## src/core/gain_pkg.sv

```systemverilog
// Constants for the DAC soft mute and mono mix stage.
// Shared by the stage and its verification; no surroundings assumed.
package gain_pkg;
   localparam logic [7:0] CONTROL_ONE_ADDR = 8'h21;
   localparam logic [7:0] LEFT_VOLUME_ADDR = 8'h1E;
   localparam logic [7:0] RIGHT_VOLUME_ADDR = 8'h1F;
   localparam logic [7:0] CHANNEL_ENABLE_ADDR = 8'h12;
   localparam logic [7:0] GAIN_STATUS_ADDR = 8'h40;
   localparam int MUTE_BIT = 3;
   localparam int UNMUTE_RAMP_BIT = 9;
   localparam int RATE_BIT = 10;
   localparam int MONO_BIT = 12;
   localparam int UPDATE_BIT = 8;
   localparam int LEFT_ENABLE_BIT = 1;
   localparam int RIGHT_ENABLE_BIT = 0;
   localparam logic [15:0] CONTROL_ONE_RESET = 16'h0008;
   localparam logic [7:0] VOLUME_RESET = 8'hC0;
   localparam logic [1:0] ENABLE_RESET = 2'h3;
   localparam logic [7:0] MUTE_CODE = 8'h00;
   localparam logic [7:0] FULL_CODE = 8'hC0;
   localparam int FAST_DIVIDE = 2;
   localparam int SLOW_DIVIDE = 32;
   localparam real FAST_RAMP_MAX_MS = 10.7;
   localparam real SLOW_RAMP_MAX_MS = 171.0;
   localparam int FIFO_DEPTH = 16;
   localparam int SAMPLE_WIDTH = 24;
endpackage

```

## src/core/sample_fifo.sv

```systemverilog
// Synchronous FIFO with valid/ready on both sides.
// Assumes one clock and synchronous active-high reset.
`timescale 1ns/1ps
module sample_fifo #(
   parameter int WIDTH = 48,
   parameter int DEPTH = 16
) (
   input wire logic clock_i,
   input wire logic srst_i,
   input wire logic in_valid_i,
   output logic in_ready_o,
   input wire logic [WIDTH-1:0] in_data_i,
   output logic out_valid_o,
   input wire logic out_ready_i,
   output logic [WIDTH-1:0] out_data_o
);
   localparam int AW = $clog2(DEPTH);
   logic [WIDTH-1:0] store [DEPTH];
   logic [AW-1:0] wr_reg;
   logic [AW-1:0] rd_reg;
   logic [AW:0] count_reg;
   wire push = in_valid_i && in_ready_o;
   wire pop = out_valid_o && out_ready_i;
   assign in_ready_o = (count_reg != (AW+1)'(DEPTH));
   assign out_valid_o = (count_reg != '0);
   assign out_data_o = store[rd_reg];
   always_ff @(posedge clock_i)
   begin
      if (push)
      begin
         store[wr_reg] <= in_data_i;
      end
   end
   always_ff @(posedge clock_i)
   begin
      if (srst_i)
      begin
         wr_reg <= '0;
         rd_reg <= '0;
         count_reg <= '0;
      end
      else
      begin
         if (push)
         begin
            wr_reg <= (wr_reg == AW'(DEPTH - 1)) ? '0 : wr_reg + 1'b1;
         end
         if (pop)
         begin
            rd_reg <= (rd_reg == AW'(DEPTH - 1)) ? '0 : rd_reg + 1'b1;
         end
         count_reg <= count_reg + (AW+1)'(push) - (AW+1)'(pop);
      end
   end
endmodule

```

## src/core/dac_soft_mute_mono_mix.sv

```systemverilog
// Soft mute, volume and mono mix gain stage ahead of a stereo DAC pair.
// Assumes samples arrive by valid/ready on clock_i, with the register port on clock_i too.
// Summary of operation
// - Volume code 0 mutes, 1 is minimum, each code adds 0.375 dB, C0h and up is 0 dB.
// - Both channel volume codes take effect together when a one is written to the update bit.
// - Soft mute lowers the gain step by step toward silence.
// - Mute bit 3 resets to one so the DAC starts muted; software clears it to un-mute.
// - With bit 9 at zero, un-mute restores the programmed volumes at once.
// - With bit 9 at one, un-mute ramps the gain up to the programmed volumes.
// - Bit 10 picks a ramp step every 2 samples (zero) or every 32 samples (one).
// - A full ramp at 48 kHz lasts at most 10.7 ms fast or 171 ms slow.
// - Ramp time grows with the gap between muted and programmed gain.
// - Mono-mix bit 12 sums left and right into one signal; clear gives stereo.
// - The mono result goes to whichever channel is enabled.
// - The mono sum is attenuated by 6 dB.
// - In mono mode the disabled channel outputs nothing.
// - With both channels enabled the stage is stereo regardless of bit 12.
`timescale 1ns/1ps
module dac_soft_mute_mono_mix #(
   parameter int WIDTH = gain_pkg::SAMPLE_WIDTH,
   parameter int DEPTH = gain_pkg::FIFO_DEPTH
) (
   input wire logic clock_i,
   input wire logic srst_i,
   input wire logic [7:0] reg_addr_i,
   input wire logic [15:0] reg_wdata_i,
   input wire logic reg_write_i,
   input wire logic reg_read_i,
   output logic [15:0] reg_rdata_o,
   input wire logic in_valid_i,
   output logic in_ready_o,
   input wire logic [WIDTH-1:0] left_sample_i,
   input wire logic [WIDTH-1:0] right_sample_i,
   output logic out_valid_o,
   input wire logic out_ready_i,
   output logic [WIDTH-1:0] left_sample_o,
   output logic [WIDTH-1:0] right_sample_o
);
   // Software state
   logic [15:0] control_reg;
   logic [7:0] left_pending_reg;
   logic [7:0] right_pending_reg;
   logic [7:0] left_volume_code_reg;
   logic [7:0] right_volume_code_reg;
   logic left_channel_enable_reg;
   logic right_channel_enable_reg;
   logic [15:0] rdata_reg;
   // Ramp state
   logic [7:0] left_gain_reg;
   logic [7:0] right_gain_reg;
   logic [4:0] ramp_div_reg;
   logic mute_prev_reg;
   logic ramping_up_reg;

   wire soft_mute = control_reg[gain_pkg::MUTE_BIT];
   wire unmute_ramp_select = control_reg[gain_pkg::UNMUTE_RAMP_BIT];
   wire mute_ramp_rate_select = control_reg[gain_pkg::RATE_BIT];
   wire mono_mix = control_reg[gain_pkg::MONO_BIT];

   wire write_control = reg_write_i && (reg_addr_i == gain_pkg::CONTROL_ONE_ADDR);
   wire write_left = reg_write_i && (reg_addr_i == gain_pkg::LEFT_VOLUME_ADDR);
   wire write_right = reg_write_i && (reg_addr_i == gain_pkg::RIGHT_VOLUME_ADDR);
   wire write_enable = reg_write_i && (reg_addr_i == gain_pkg::CHANNEL_ENABLE_ADDR);
   wire volume_update_strobe = (write_left || write_right)
      && reg_wdata_i[gain_pkg::UPDATE_BIT];

   // Ramp tick: one step per 2 or 32 accepted samples
   localparam logic [4:0] FAST_LAST = 5'(gain_pkg::FAST_DIVIDE - 1);
   localparam logic [4:0] SLOW_LAST = 5'(gain_pkg::SLOW_DIVIDE - 1);
   wire [4:0] div_last = mute_ramp_rate_select ? SLOW_LAST : FAST_LAST;

   // FIFO in the sample path
   logic fifo_valid;
   logic fifo_ready;
   logic [2*WIDTH-1:0] fifo_data;
   sample_fifo #(
      .WIDTH(2 * WIDTH),
      .DEPTH(DEPTH)
   ) fifo_inst (
      .clock_i(clock_i),
      .srst_i(srst_i),
      .in_valid_i(in_valid_i),
      .in_ready_o(in_ready_o),
      .in_data_i({left_sample_i, right_sample_i}),
      .out_valid_o(fifo_valid),
      .out_ready_i(fifo_ready),
      .out_data_o(fifo_data)
   );

   // Output stage holds one sample; accepts when empty or draining
   logic out_valid_reg;
   assign out_valid_o = out_valid_reg;
   assign fifo_ready = !out_valid_reg || out_ready_i;
   wire sample_step = fifo_valid && fifo_ready;
   wire ramp_tick = sample_step && (ramp_div_reg >= div_last);

   // Linear gain from code: 0.375 dB steps built as 2^(-k/16) per octave of 16 codes
   function automatic logic [16:0] code_to_gain(input logic [7:0] code);
      logic [7:0] att;
      logic [3:0] frac;
      logic [3:0] oct;
      logic [15:0] mant;
      att = 8'h00;
      frac = 4'h0;
      oct = 4'h0;
      mant = 16'h0000;
      if (code == gain_pkg::MUTE_CODE)
      begin
         code_to_gain = 17'h00000;
      end
      else
      begin
         att = (code >= gain_pkg::FULL_CODE) ? 8'h00 : gain_pkg::FULL_CODE - code;
         frac = att[3:0];
         oct = att[7:4];
         // 0.375 dB * 16 = 6 dB per octave of codes
         case (frac)
            4'h0: mant = 16'hFFFF;
            4'h1: mant = 16'hF5A1;
            4'h2: mant = 16'hEBDC;
            4'h3: mant = 16'hE2A4;
            4'h4: mant = 16'hD9F0;
            4'h5: mant = 16'hD1B4;
            4'h6: mant = 16'hC9E8;
            4'h7: mant = 16'hC281;
            4'h8: mant = 16'hBB76;
            4'h9: mant = 16'hB4C0;
            4'hA: mant = 16'hAE56;
            4'hB: mant = 16'hA833;
            4'hC: mant = 16'hA24F;
            4'hD: mant = 16'h9CA4;
            4'hE: mant = 16'h972D;
            4'hF: mant = 16'h91E4;
            default: mant = 16'hFFFF;
         endcase
         // Whole octaves are exact powers of two, so C0h and up is unity
         code_to_gain = (frac == 4'h0) ? (17'h10000 >> oct) : (17'(mant) >> oct);
      end
   endfunction

   function automatic logic [WIDTH-1:0] apply_gain(input logic [WIDTH-1:0] s,
                                                   input logic [16:0] g);
      logic signed [WIDTH+17:0] prod;
      prod = $signed(s) * $signed({1'b0, g});
      apply_gain = prod[WIDTH+15:16];
   endfunction

   // Mono mix and channel routing
   wire [WIDTH-1:0] left_in = fifo_data[2*WIDTH-1:WIDTH];
   wire [WIDTH-1:0] right_in = fifo_data[WIDTH-1:0];
   wire both_enabled = left_channel_enable_reg && right_channel_enable_reg;
   wire mono_active = mono_mix && !both_enabled;
   wire signed [WIDTH:0] mono_sum = $signed({left_in[WIDTH-1], left_in})
      + $signed({right_in[WIDTH-1], right_in});
   wire [WIDTH-1:0] mono_half = mono_sum[WIDTH:1];
   wire [WIDTH-1:0] left_pre = !mono_active ? left_in
      : (left_channel_enable_reg ? mono_half : '0);
   wire [WIDTH-1:0] right_pre = !mono_active ? right_in
      : (right_channel_enable_reg ? mono_half : '0);
   wire [WIDTH-1:0] left_scaled = apply_gain(left_pre, code_to_gain(left_gain_reg));
   wire [WIDTH-1:0] right_scaled = apply_gain(right_pre, code_to_gain(right_gain_reg));

   // Target and stepping per channel
   function automatic logic [7:0] step_toward(input logic [7:0] cur, input logic [7:0] tgt);
      logic [7:0] c;
      c = (cur > gain_pkg::FULL_CODE) ? gain_pkg::FULL_CODE : cur;
      if (c < tgt)
      begin
         step_toward = c + 8'h01;
      end
      else if (c > tgt)
      begin
         step_toward = c - 8'h01;
      end
      else
      begin
         step_toward = cur;
      end
   endfunction

   wire unmute_edge = mute_prev_reg && !soft_mute;
   wire [7:0] left_target = soft_mute ? gain_pkg::MUTE_CODE : left_volume_code_reg;
   wire [7:0] right_target = soft_mute ? gain_pkg::MUTE_CODE : right_volume_code_reg;
   // Clamp codes above C0h onto C0h so ramps stay proportional
   wire [7:0] left_tgt_c = (left_target > gain_pkg::FULL_CODE) ? gain_pkg::FULL_CODE
      : left_target;
   wire [7:0] right_tgt_c = (right_target > gain_pkg::FULL_CODE) ? gain_pkg::FULL_CODE
      : right_target;
   // A ramped un-mute must not jump in the cycle of the edge
   wire ramp_start = unmute_edge && unmute_ramp_select;
   wire ramp_mode = soft_mute || ramping_up_reg || ramp_start;
   wire jump_now = !ramp_mode;
   wire [7:0] left_gain_next = jump_now ? left_tgt_c
      : (ramp_tick ? step_toward(left_gain_reg, left_tgt_c) : left_gain_reg);
   wire [7:0] right_gain_next = jump_now ? right_tgt_c
      : (ramp_tick ? step_toward(right_gain_reg, right_tgt_c) : right_gain_reg);
   wire ramp_done = (left_gain_next == left_tgt_c) && (right_gain_next == right_tgt_c);

   // Register file
   always_ff @(posedge clock_i)
   begin
      if (srst_i)
      begin
         control_reg <= gain_pkg::CONTROL_ONE_RESET;
         left_pending_reg <= gain_pkg::VOLUME_RESET;
         right_pending_reg <= gain_pkg::VOLUME_RESET;
         left_volume_code_reg <= gain_pkg::VOLUME_RESET;
         right_volume_code_reg <= gain_pkg::VOLUME_RESET;
         left_channel_enable_reg <= gain_pkg::ENABLE_RESET[1];
         right_channel_enable_reg <= gain_pkg::ENABLE_RESET[0];
      end
      else
      begin
         if (write_control)
         begin
            control_reg <= reg_wdata_i;
         end
         if (write_left)
         begin
            left_pending_reg <= reg_wdata_i[7:0];
         end
         if (write_right)
         begin
            right_pending_reg <= reg_wdata_i[7:0];
         end
         if (volume_update_strobe)
         begin
            left_volume_code_reg <= write_left ? reg_wdata_i[7:0] : left_pending_reg;
            right_volume_code_reg <= write_right ? reg_wdata_i[7:0] : right_pending_reg;
         end
         if (write_enable)
         begin
            left_channel_enable_reg <= reg_wdata_i[gain_pkg::LEFT_ENABLE_BIT];
            right_channel_enable_reg <= reg_wdata_i[gain_pkg::RIGHT_ENABLE_BIT];
         end
      end
   end

   // Read port, data valid one cycle after the strobe
   wire [15:0] read_mux =
      (reg_addr_i == gain_pkg::CONTROL_ONE_ADDR) ? control_reg :
      (reg_addr_i == gain_pkg::LEFT_VOLUME_ADDR) ? {8'h00, left_pending_reg} :
      (reg_addr_i == gain_pkg::RIGHT_VOLUME_ADDR) ? {8'h00, right_pending_reg} :
      (reg_addr_i == gain_pkg::CHANNEL_ENABLE_ADDR) ?
         {14'h0000, left_channel_enable_reg, right_channel_enable_reg} :
      (reg_addr_i == gain_pkg::GAIN_STATUS_ADDR) ? {left_gain_reg, right_gain_reg} :
      16'h0000;
   assign reg_rdata_o = rdata_reg;
   always_ff @(posedge clock_i)
   begin
      if (srst_i)
      begin
         rdata_reg <= 16'h0000;
      end
      else
      begin
         rdata_reg <= reg_read_i ? read_mux : 16'h0000;
      end
   end

   // Gain ramp
   always_ff @(posedge clock_i)
   begin
      if (srst_i)
      begin
         left_gain_reg <= gain_pkg::MUTE_CODE;
         right_gain_reg <= gain_pkg::MUTE_CODE;
         ramp_div_reg <= 5'h00;
         mute_prev_reg <= 1'b1;
         ramping_up_reg <= 1'b0;
      end
      else
      begin
         mute_prev_reg <= soft_mute;
         if (sample_step)
         begin
            ramp_div_reg <= ramp_tick ? 5'h00 : ramp_div_reg + 5'h01;
         end
         if (soft_mute)
         begin
            ramping_up_reg <= 1'b0;
         end
         else if (unmute_edge)
         begin
            ramping_up_reg <= unmute_ramp_select;
         end
         else if (ramping_up_reg && ramp_done)
         begin
            ramping_up_reg <= 1'b0;
         end
         if (unmute_edge && !unmute_ramp_select)
         begin
            left_gain_reg <= left_tgt_c;
            right_gain_reg <= right_tgt_c;
         end
         else if (ramp_mode || jump_now)
         begin
            left_gain_reg <= left_gain_next;
            right_gain_reg <= right_gain_next;
         end
      end
   end

   // Output samples
   always_ff @(posedge clock_i)
   begin
      if (srst_i)
      begin
         out_valid_reg <= 1'b0;
         left_sample_o <= '0;
         right_sample_o <= '0;
      end
      else if (fifo_ready)
      begin
         out_valid_reg <= fifo_valid;
         if (fifo_valid)
         begin
            left_sample_o <= left_scaled;
            right_sample_o <= right_scaled;
         end
      end
   end
endmodule

```

## config.mk

```make
export PLATFORM = sky130hd
export DESIGN_NAME = dac_soft_mute_mono_mix
export DESIGN_NICKNAME = d
export VERILOG_FILES = /design/src/core/gain_pkg.sv /design/src/core/sample_fifo.sv /design/src/core/dac_soft_mute_mono_mix.sv
export SDC_FILE = /design/constraint.sdc
export NUM_CORES = 2
export LEC_CHECK = 0
export BUFFER_PORTS_ARGS = -buffer_cell sky130_fd_sc_hd__buf_2
export CAP_MARGIN = 20
export CORE_AREA = 4 4 366 638
export CTS_CLUSTER_DIAMETER = 120
export DETAILED_ROUTE_END_ITERATION = 8
export DIE_AREA = 0 0 370 642
export SLEW_MARGIN = 15
export SYNTH_ARGS = -nofsm -noshare
export SYNTH_HDL_FRONTEND = slang
export SYNTH_HIERARCHICAL = 1
export SYNTH_SLANG_ARGS = --single-unit
```

## constraint.sdc

```tcl
create_clock -name clock_i -period 16.2 [get_ports clock_i]
set_input_delay 3.24 -clock clock_i [delete_from_list [all_inputs] [get_ports clock_i]]
set_output_delay 3.24 -clock clock_i [all_outputs]
set_load 0.05 [all_outputs]
```

======== Word level (Yosys, flattened, before mapping) ========
Memory sizes are Yosys's and may differ from the RTL's. A register that Yosys moved wholly into a read port is not among the register bits.
Cells that the tools add are included.
word-level totals
  register bits ........................... 151
  memory bits (writable) .................. 768
  memory bits (read-only) ................. 480
  bits of input ports ..................... 78
  output and inout port bits .............. 66
  logic and storage cells ................. 139
  memories ................................ 3
operators by class
  $add $sub $neg .......................... 12
  $mul .................................... 2
  order comparisons ....................... 11
  eq/ne operators ......................... 10
  shift operators ......................... 4
  muxes and demuxes ....................... 45
  bitwise operators ....................... 1
  reductions and logical operators ........ 32
memories
  memory           depth  width  rd ports  clocked after memory_dff  wr ports  RTL line                       source
  fifo_inst.store  16     48     1         1                         1         sample_fifo.sv:18              logic [WIDTH-1:0] store [DEPTH];
  (no name shown)  16     15     1         0                         0         dac_soft_mute_mono_mix.sv:117  case (frac)
  (no name shown)  16     15     1         0                         0         dac_soft_mute_mono_mix.sv:117
operators by type and width
  operator                                                               count
  8-bit 2-to-1 mux                                                       20
  16-bit 2-to-1 mux                                                      7
  24-bit 2-to-1 mux                                                      4
  24-bit by 18-bit multiplier with 40-bit output                         2
  17-bit 2-to-1 mux                                                      4
  16-bit by 4-bit >> shifter with 17-bit output                          2
  17-bit by 4-bit >> shifter with 17-bit output, first input constant    2
  8-bit > comparator, second input constant                              4
  24-bit by 24-bit adder with 25-bit output                              1
  8-bit by 5-bit equality test with 1-bit output, second input constant  3
  8-bit by 1-bit adder with 8-bit output, second input constant          2
  8-bit equality test                                                    2
  8-bit greater-or-equal comparator, second input constant               2
  8-bit > comparator                                                     2
  8-bit logical NOT                                                      2
  8-bit less-than comparator                                             2
  4-bit 2-to-1 mux                                                       4
  8-bit by 1-bit subtractor with 8-bit output, second input constant     2
  8-bit subtractor, first input constant                                 2
  1-bit logical AND                                                      15
  5-bit 2-to-1 mux                                                       2
  4-bit by 1-bit adder with 4-bit output, second input constant          2
  4-bit equality test, second input constant                             2
  8-bit by 6-bit equality test with 1-bit output, second input constant  1
  15 further kinds                                                       26

======== Longest topological paths before layout ========
  word-level depth ........................ 13
  depth in mapped cells ................... 39
  mapped depth without buffers ............ 36

======== By module ========
The synthesis kept the hierarchy.
modules (own cells, without submodules)
  module                  instances  cells an instance  area an instance (sq um)  sequential area each (sq um)
  dac_soft_mute_mono_mix  1          4630               38615.8                   2762.6
  sample_fifo             1          1285               29552.1                   23402.4

======== Worst setup path after synthesis ========
OpenSTA, ideal clock, no wires.
  kind .................................... flip-flop to flip-flop
  from .................................... reg with a tool-made name
  to ...................................... reg left_sample_o[20]
  library setup time ...................... 0.117 ns
  arrival time ............................ 9.435 ns
  data required time ...................... 16.083 ns
  slack ................................... 6.648 ns
  cell stages (with the launch flop) ...... 37
  cells stage by stage .................... dfxtp_1 clkbuf_1 buf_2 buf_4 mux4_2 a22oi_1 nand2_1 ha_1 a31o_2 a21oi_1 o21ai_0 o21a_1 o41ai_1 o21ai_0 xor2_1 a22o_1 clkbuf_1 nand2_1 fa_1 fa_1 fa_1 inv_1 fa_1 fa_1 inv_1 fa_1 inv_1 ha_1 a21oi_1 o21ai_0 a221o_1 a21oi_1 nor2b_1 a211oi_1 o21ai_0 or3b_2 a32o_1
RTL lines
  item                    RTL line                       source
  end signal: assignment  dac_soft_mute_mono_mix.sv:318  left_sample_o <= left_scaled;
  end: declaration        dac_soft_mute_mono_mix.sv:36   output logic [WIDTH-1:0] left_sample_o,

==> run_results.csv <==
group,metric,value,unit
routing,drt_pass1_iterations,7,
clock_network,post_cts_resized,0,
floorplan,chipWidth,370,um
synthesis,synth-compound-area-share,7.960,%
cells_and_area,final_cell_mix,"inv_1 (950), fa_1 (776), edfxtp_1 (768)",
global_routing,antenna_found_initial,29,
sta,tightest_slew,1.184,ns
setup_path,crit_path_end_kind,"flip-flop",
synthesis,yosys.area_share.simple,10.11,%
cells_and_area,reg_top3,"fifo_inst/store: 768 flops, left_sample_o: 24 flops, right_sample_o: 24 flops",
setup_path,path_class,"flip-flop to flip-flop",
sta,rsz0062_at_grt,"no",
hold_path,min_path_type,"flip-flop to flip-flop",
cells_and_area,layout-drive-gt1-share,11.30,%
global_routing,grt_pass1_vias,49430,
placed_design,hpwlAfterDp,155000,um
routing,final_antenna_net_count,0,
clock_network,worstSkewPairLatency,0.71,ns
floorplan,die_y,642,um
synthesis,synthXorXnorAreaFrac,1.450,%
synthesis,synth_top_family_by_area,"adder cells",
floorplan,core,228200,sq um
floorplan,die-area,237500,sq um
synthesis,synth_flop_cell,"edfxtp_1",
synthesis,ys_types,98,
synthesis,yosys.area.top_type,"edfxtp_1",
routing,vias_per_cell,5.053,
setup_path,cpPeakStageDelay,0.99,ns
synthesis,ys_warn_count,6,
synthesis,synth_edf_count,768,
global_routing,grt_max_degree,146,
setup_path,critPathMaxFanout,46,
cells_and_area,fin_nets,7081,
synthesis,synth_top_cell_area_share,33.83,%
synthesis,synthMuxAreaShare,7.333,%
routing,via_count,45920,
global_routing,grt_pass1_wl,313600,um
setup_path,cp.required,16.79,ns
sta,finClkSkew,0.03666,ns
synthesis,synthAdderAreaFrac,27.65,%
clock_network,cts_tree,"yes",
cells_and_area,largest_register_ffs,768,
clock_network,clock_sinks,923,
setup_path,critPathMostFrequentCell,"fa_1",
floorplan,start_util,29.88,%
setup_path,cp_slowest_cell,"dfxtp_4",
hold_path,hold_path.startpoint,"left_sample_o[21]",
cells_and_area,area_growth,10.64,%
sta,fmax,0.08108,GHz
clock_network,clkTransAtPathRegs,0.07,ns
sta,slew_headroom,21.00,%
synthesis,synth_area,68170,sq um
sta,fin_tns_setup,0,ns
routing,routed_wl,210200,um
clock_network,clock-root-buffer,"clkbuf_16",
sta,fin_crit,12.33,ns
synthesis,ys_top_cells_by_area,"edfxtp_1 (34%), fa_1 (23%), mux4_2 (6.5%)",
synthesis,async_flop_share,0,%
clock_network,cts.path.max_buffers,3,
placed_design,port_buffers,143,
global_routing,grt_usage,17.55,%
flow_run,cap_violations,0,
sta,hold_viol_final,0,
clock_network,hold_buffers,0,
routing,avgRoutedWirePerCell,23.13,um
setup_path,r2r_setup_slack,3.87,ns
sta,final_max_slew_viol_count,0,
synthesis,synth-seq-cells,923,
routing,drt-initial-drc-count,3410,
cells_and_area,final_common_cell,"inv_1",
setup_path,crit_arrival,12.93,ns
run_status,status,"finished clean",
synthesis,seq_area_frac_synth,38.38,%
synthesis,synth_nets,7034,
clock_network,numCtsBuffers,85,
setup_path,cp-start-kind,"flip-flop",
floorplan,ios,144,
cells_and_area,regMostFlops,"fifo_inst/store",
sta,setup_viol,0,
routing,drc_errors,0,
synthesis,syn_inst,5915,
placed_design,gp_congestion,0.9608,
sta,timing.final.crit_share,76.13,%
synthesis,syn_avg_cell_area,11.52,sq um
clock_network,postCtsSetupBuffers,0,
floorplan,row_count,232,
clock_network,htree_levels,3,
global_routing,grt-ovfl-total,0,
Yosys cell counts, types with 22 or more instances:
cell type / instances
mux2i_1: 46
clkbuf_1: 173
a21oi_1: 178
nand3_1: 60
buf_2: 54
edfxtp_1: 768
a21o_1: 43
o211ai_1: 27
a22o_1: 43
nor2b_1: 31
a211oi_1: 55
nor2_1: 515
dfxtp_1: 155
xnor2_1: 71
mux4_2: 196
o21ai_0: 84
buf_1: 41
nor3_1: 55
nand2_1: 637
ha_1: 265
and2_1: 73
a211o_1: 22
a22oi_1: 154
inv_1: 950
buf_4: 22
fa_1: 776
xor2_1: 34
nand2b_1: 51
o21a_1: 22
metal layers:
metal	GRT usage (%)	vias up	part of all wire (%)
met5	0	-	0.066
met4	10.31	18	6.8
met3	2.406	534	5.1
met2	32.55	1484	53
met1	18.80	23860	35
li1	-	20020	-
worst paths after layout:
check | cells past startpoint | endpoint
worst max-delay path | 34 | right_sample_o[23]
worst min-delay path | 2 | left_sample_o[21]
worst max register to register | 34 | right_sample_o[23]
worst min register to register | 2 | left_sample_o[21]
worst max-delay path: cells and delay by family, from the launching register on:
| family | cells | cell delay (ns) |
|---|---|---|
| AOI/OAI and AO/OA | 13 | 4.51 |
| adders and majority gates | 8 | 3.82 |
| and+or+nand+nor | 6 | 1.06 |
| buffers and inverters | 5 | 1.02 |
| DFF | 1 | 0.99 |
| muxes | 1 | 0.59 |
| xor gates and xnor gates | 1 | 0.17 |
per-stage QoR:
stage | util [%] | worst slack, ns | area (sq um) | hold WS, ns | cells
global placement | 31.78 | 3.793 | 72500 | 0.4400 | 8915
floorplan | - | 6.648 | 68170 | 0.4322 | 5915
global route | 33.04 | 2.819 | 75390 | 0.4641 | 9077
detailed placement | 31.78 | 3.729 | 72510 | 0.4425 | 8915
finish | 33.06 | 3.867 | 75420 | 0.4507 | 9088
CTS | 33.03 | 3.742 | 75370 | 0.4531 | 9073
cells by family after synthesis:
family,count (synthesis)
compound gates,783
xor+xnor,108
fa+ha+maj,1041
buf+inv,1245
flops,923
mux,253
simple gates,1562
layout make-up:
cell class | count | area (sq um)
fill | 22820 | 152700
sequential | 923 | 26170
timing repair buffer | 253 | 1577
tap | 3042 | 3806
inverter | 952 | 3573
clock inverter | 64 | 674.4
clock buffer | 94 | 2182
antenna | 13 | 32.53
multi-input combinational | 3747 | 37400
Power is not shown: default switching activity piles up to over one toggle a cycle in this logic, so the estimate is an artifact.
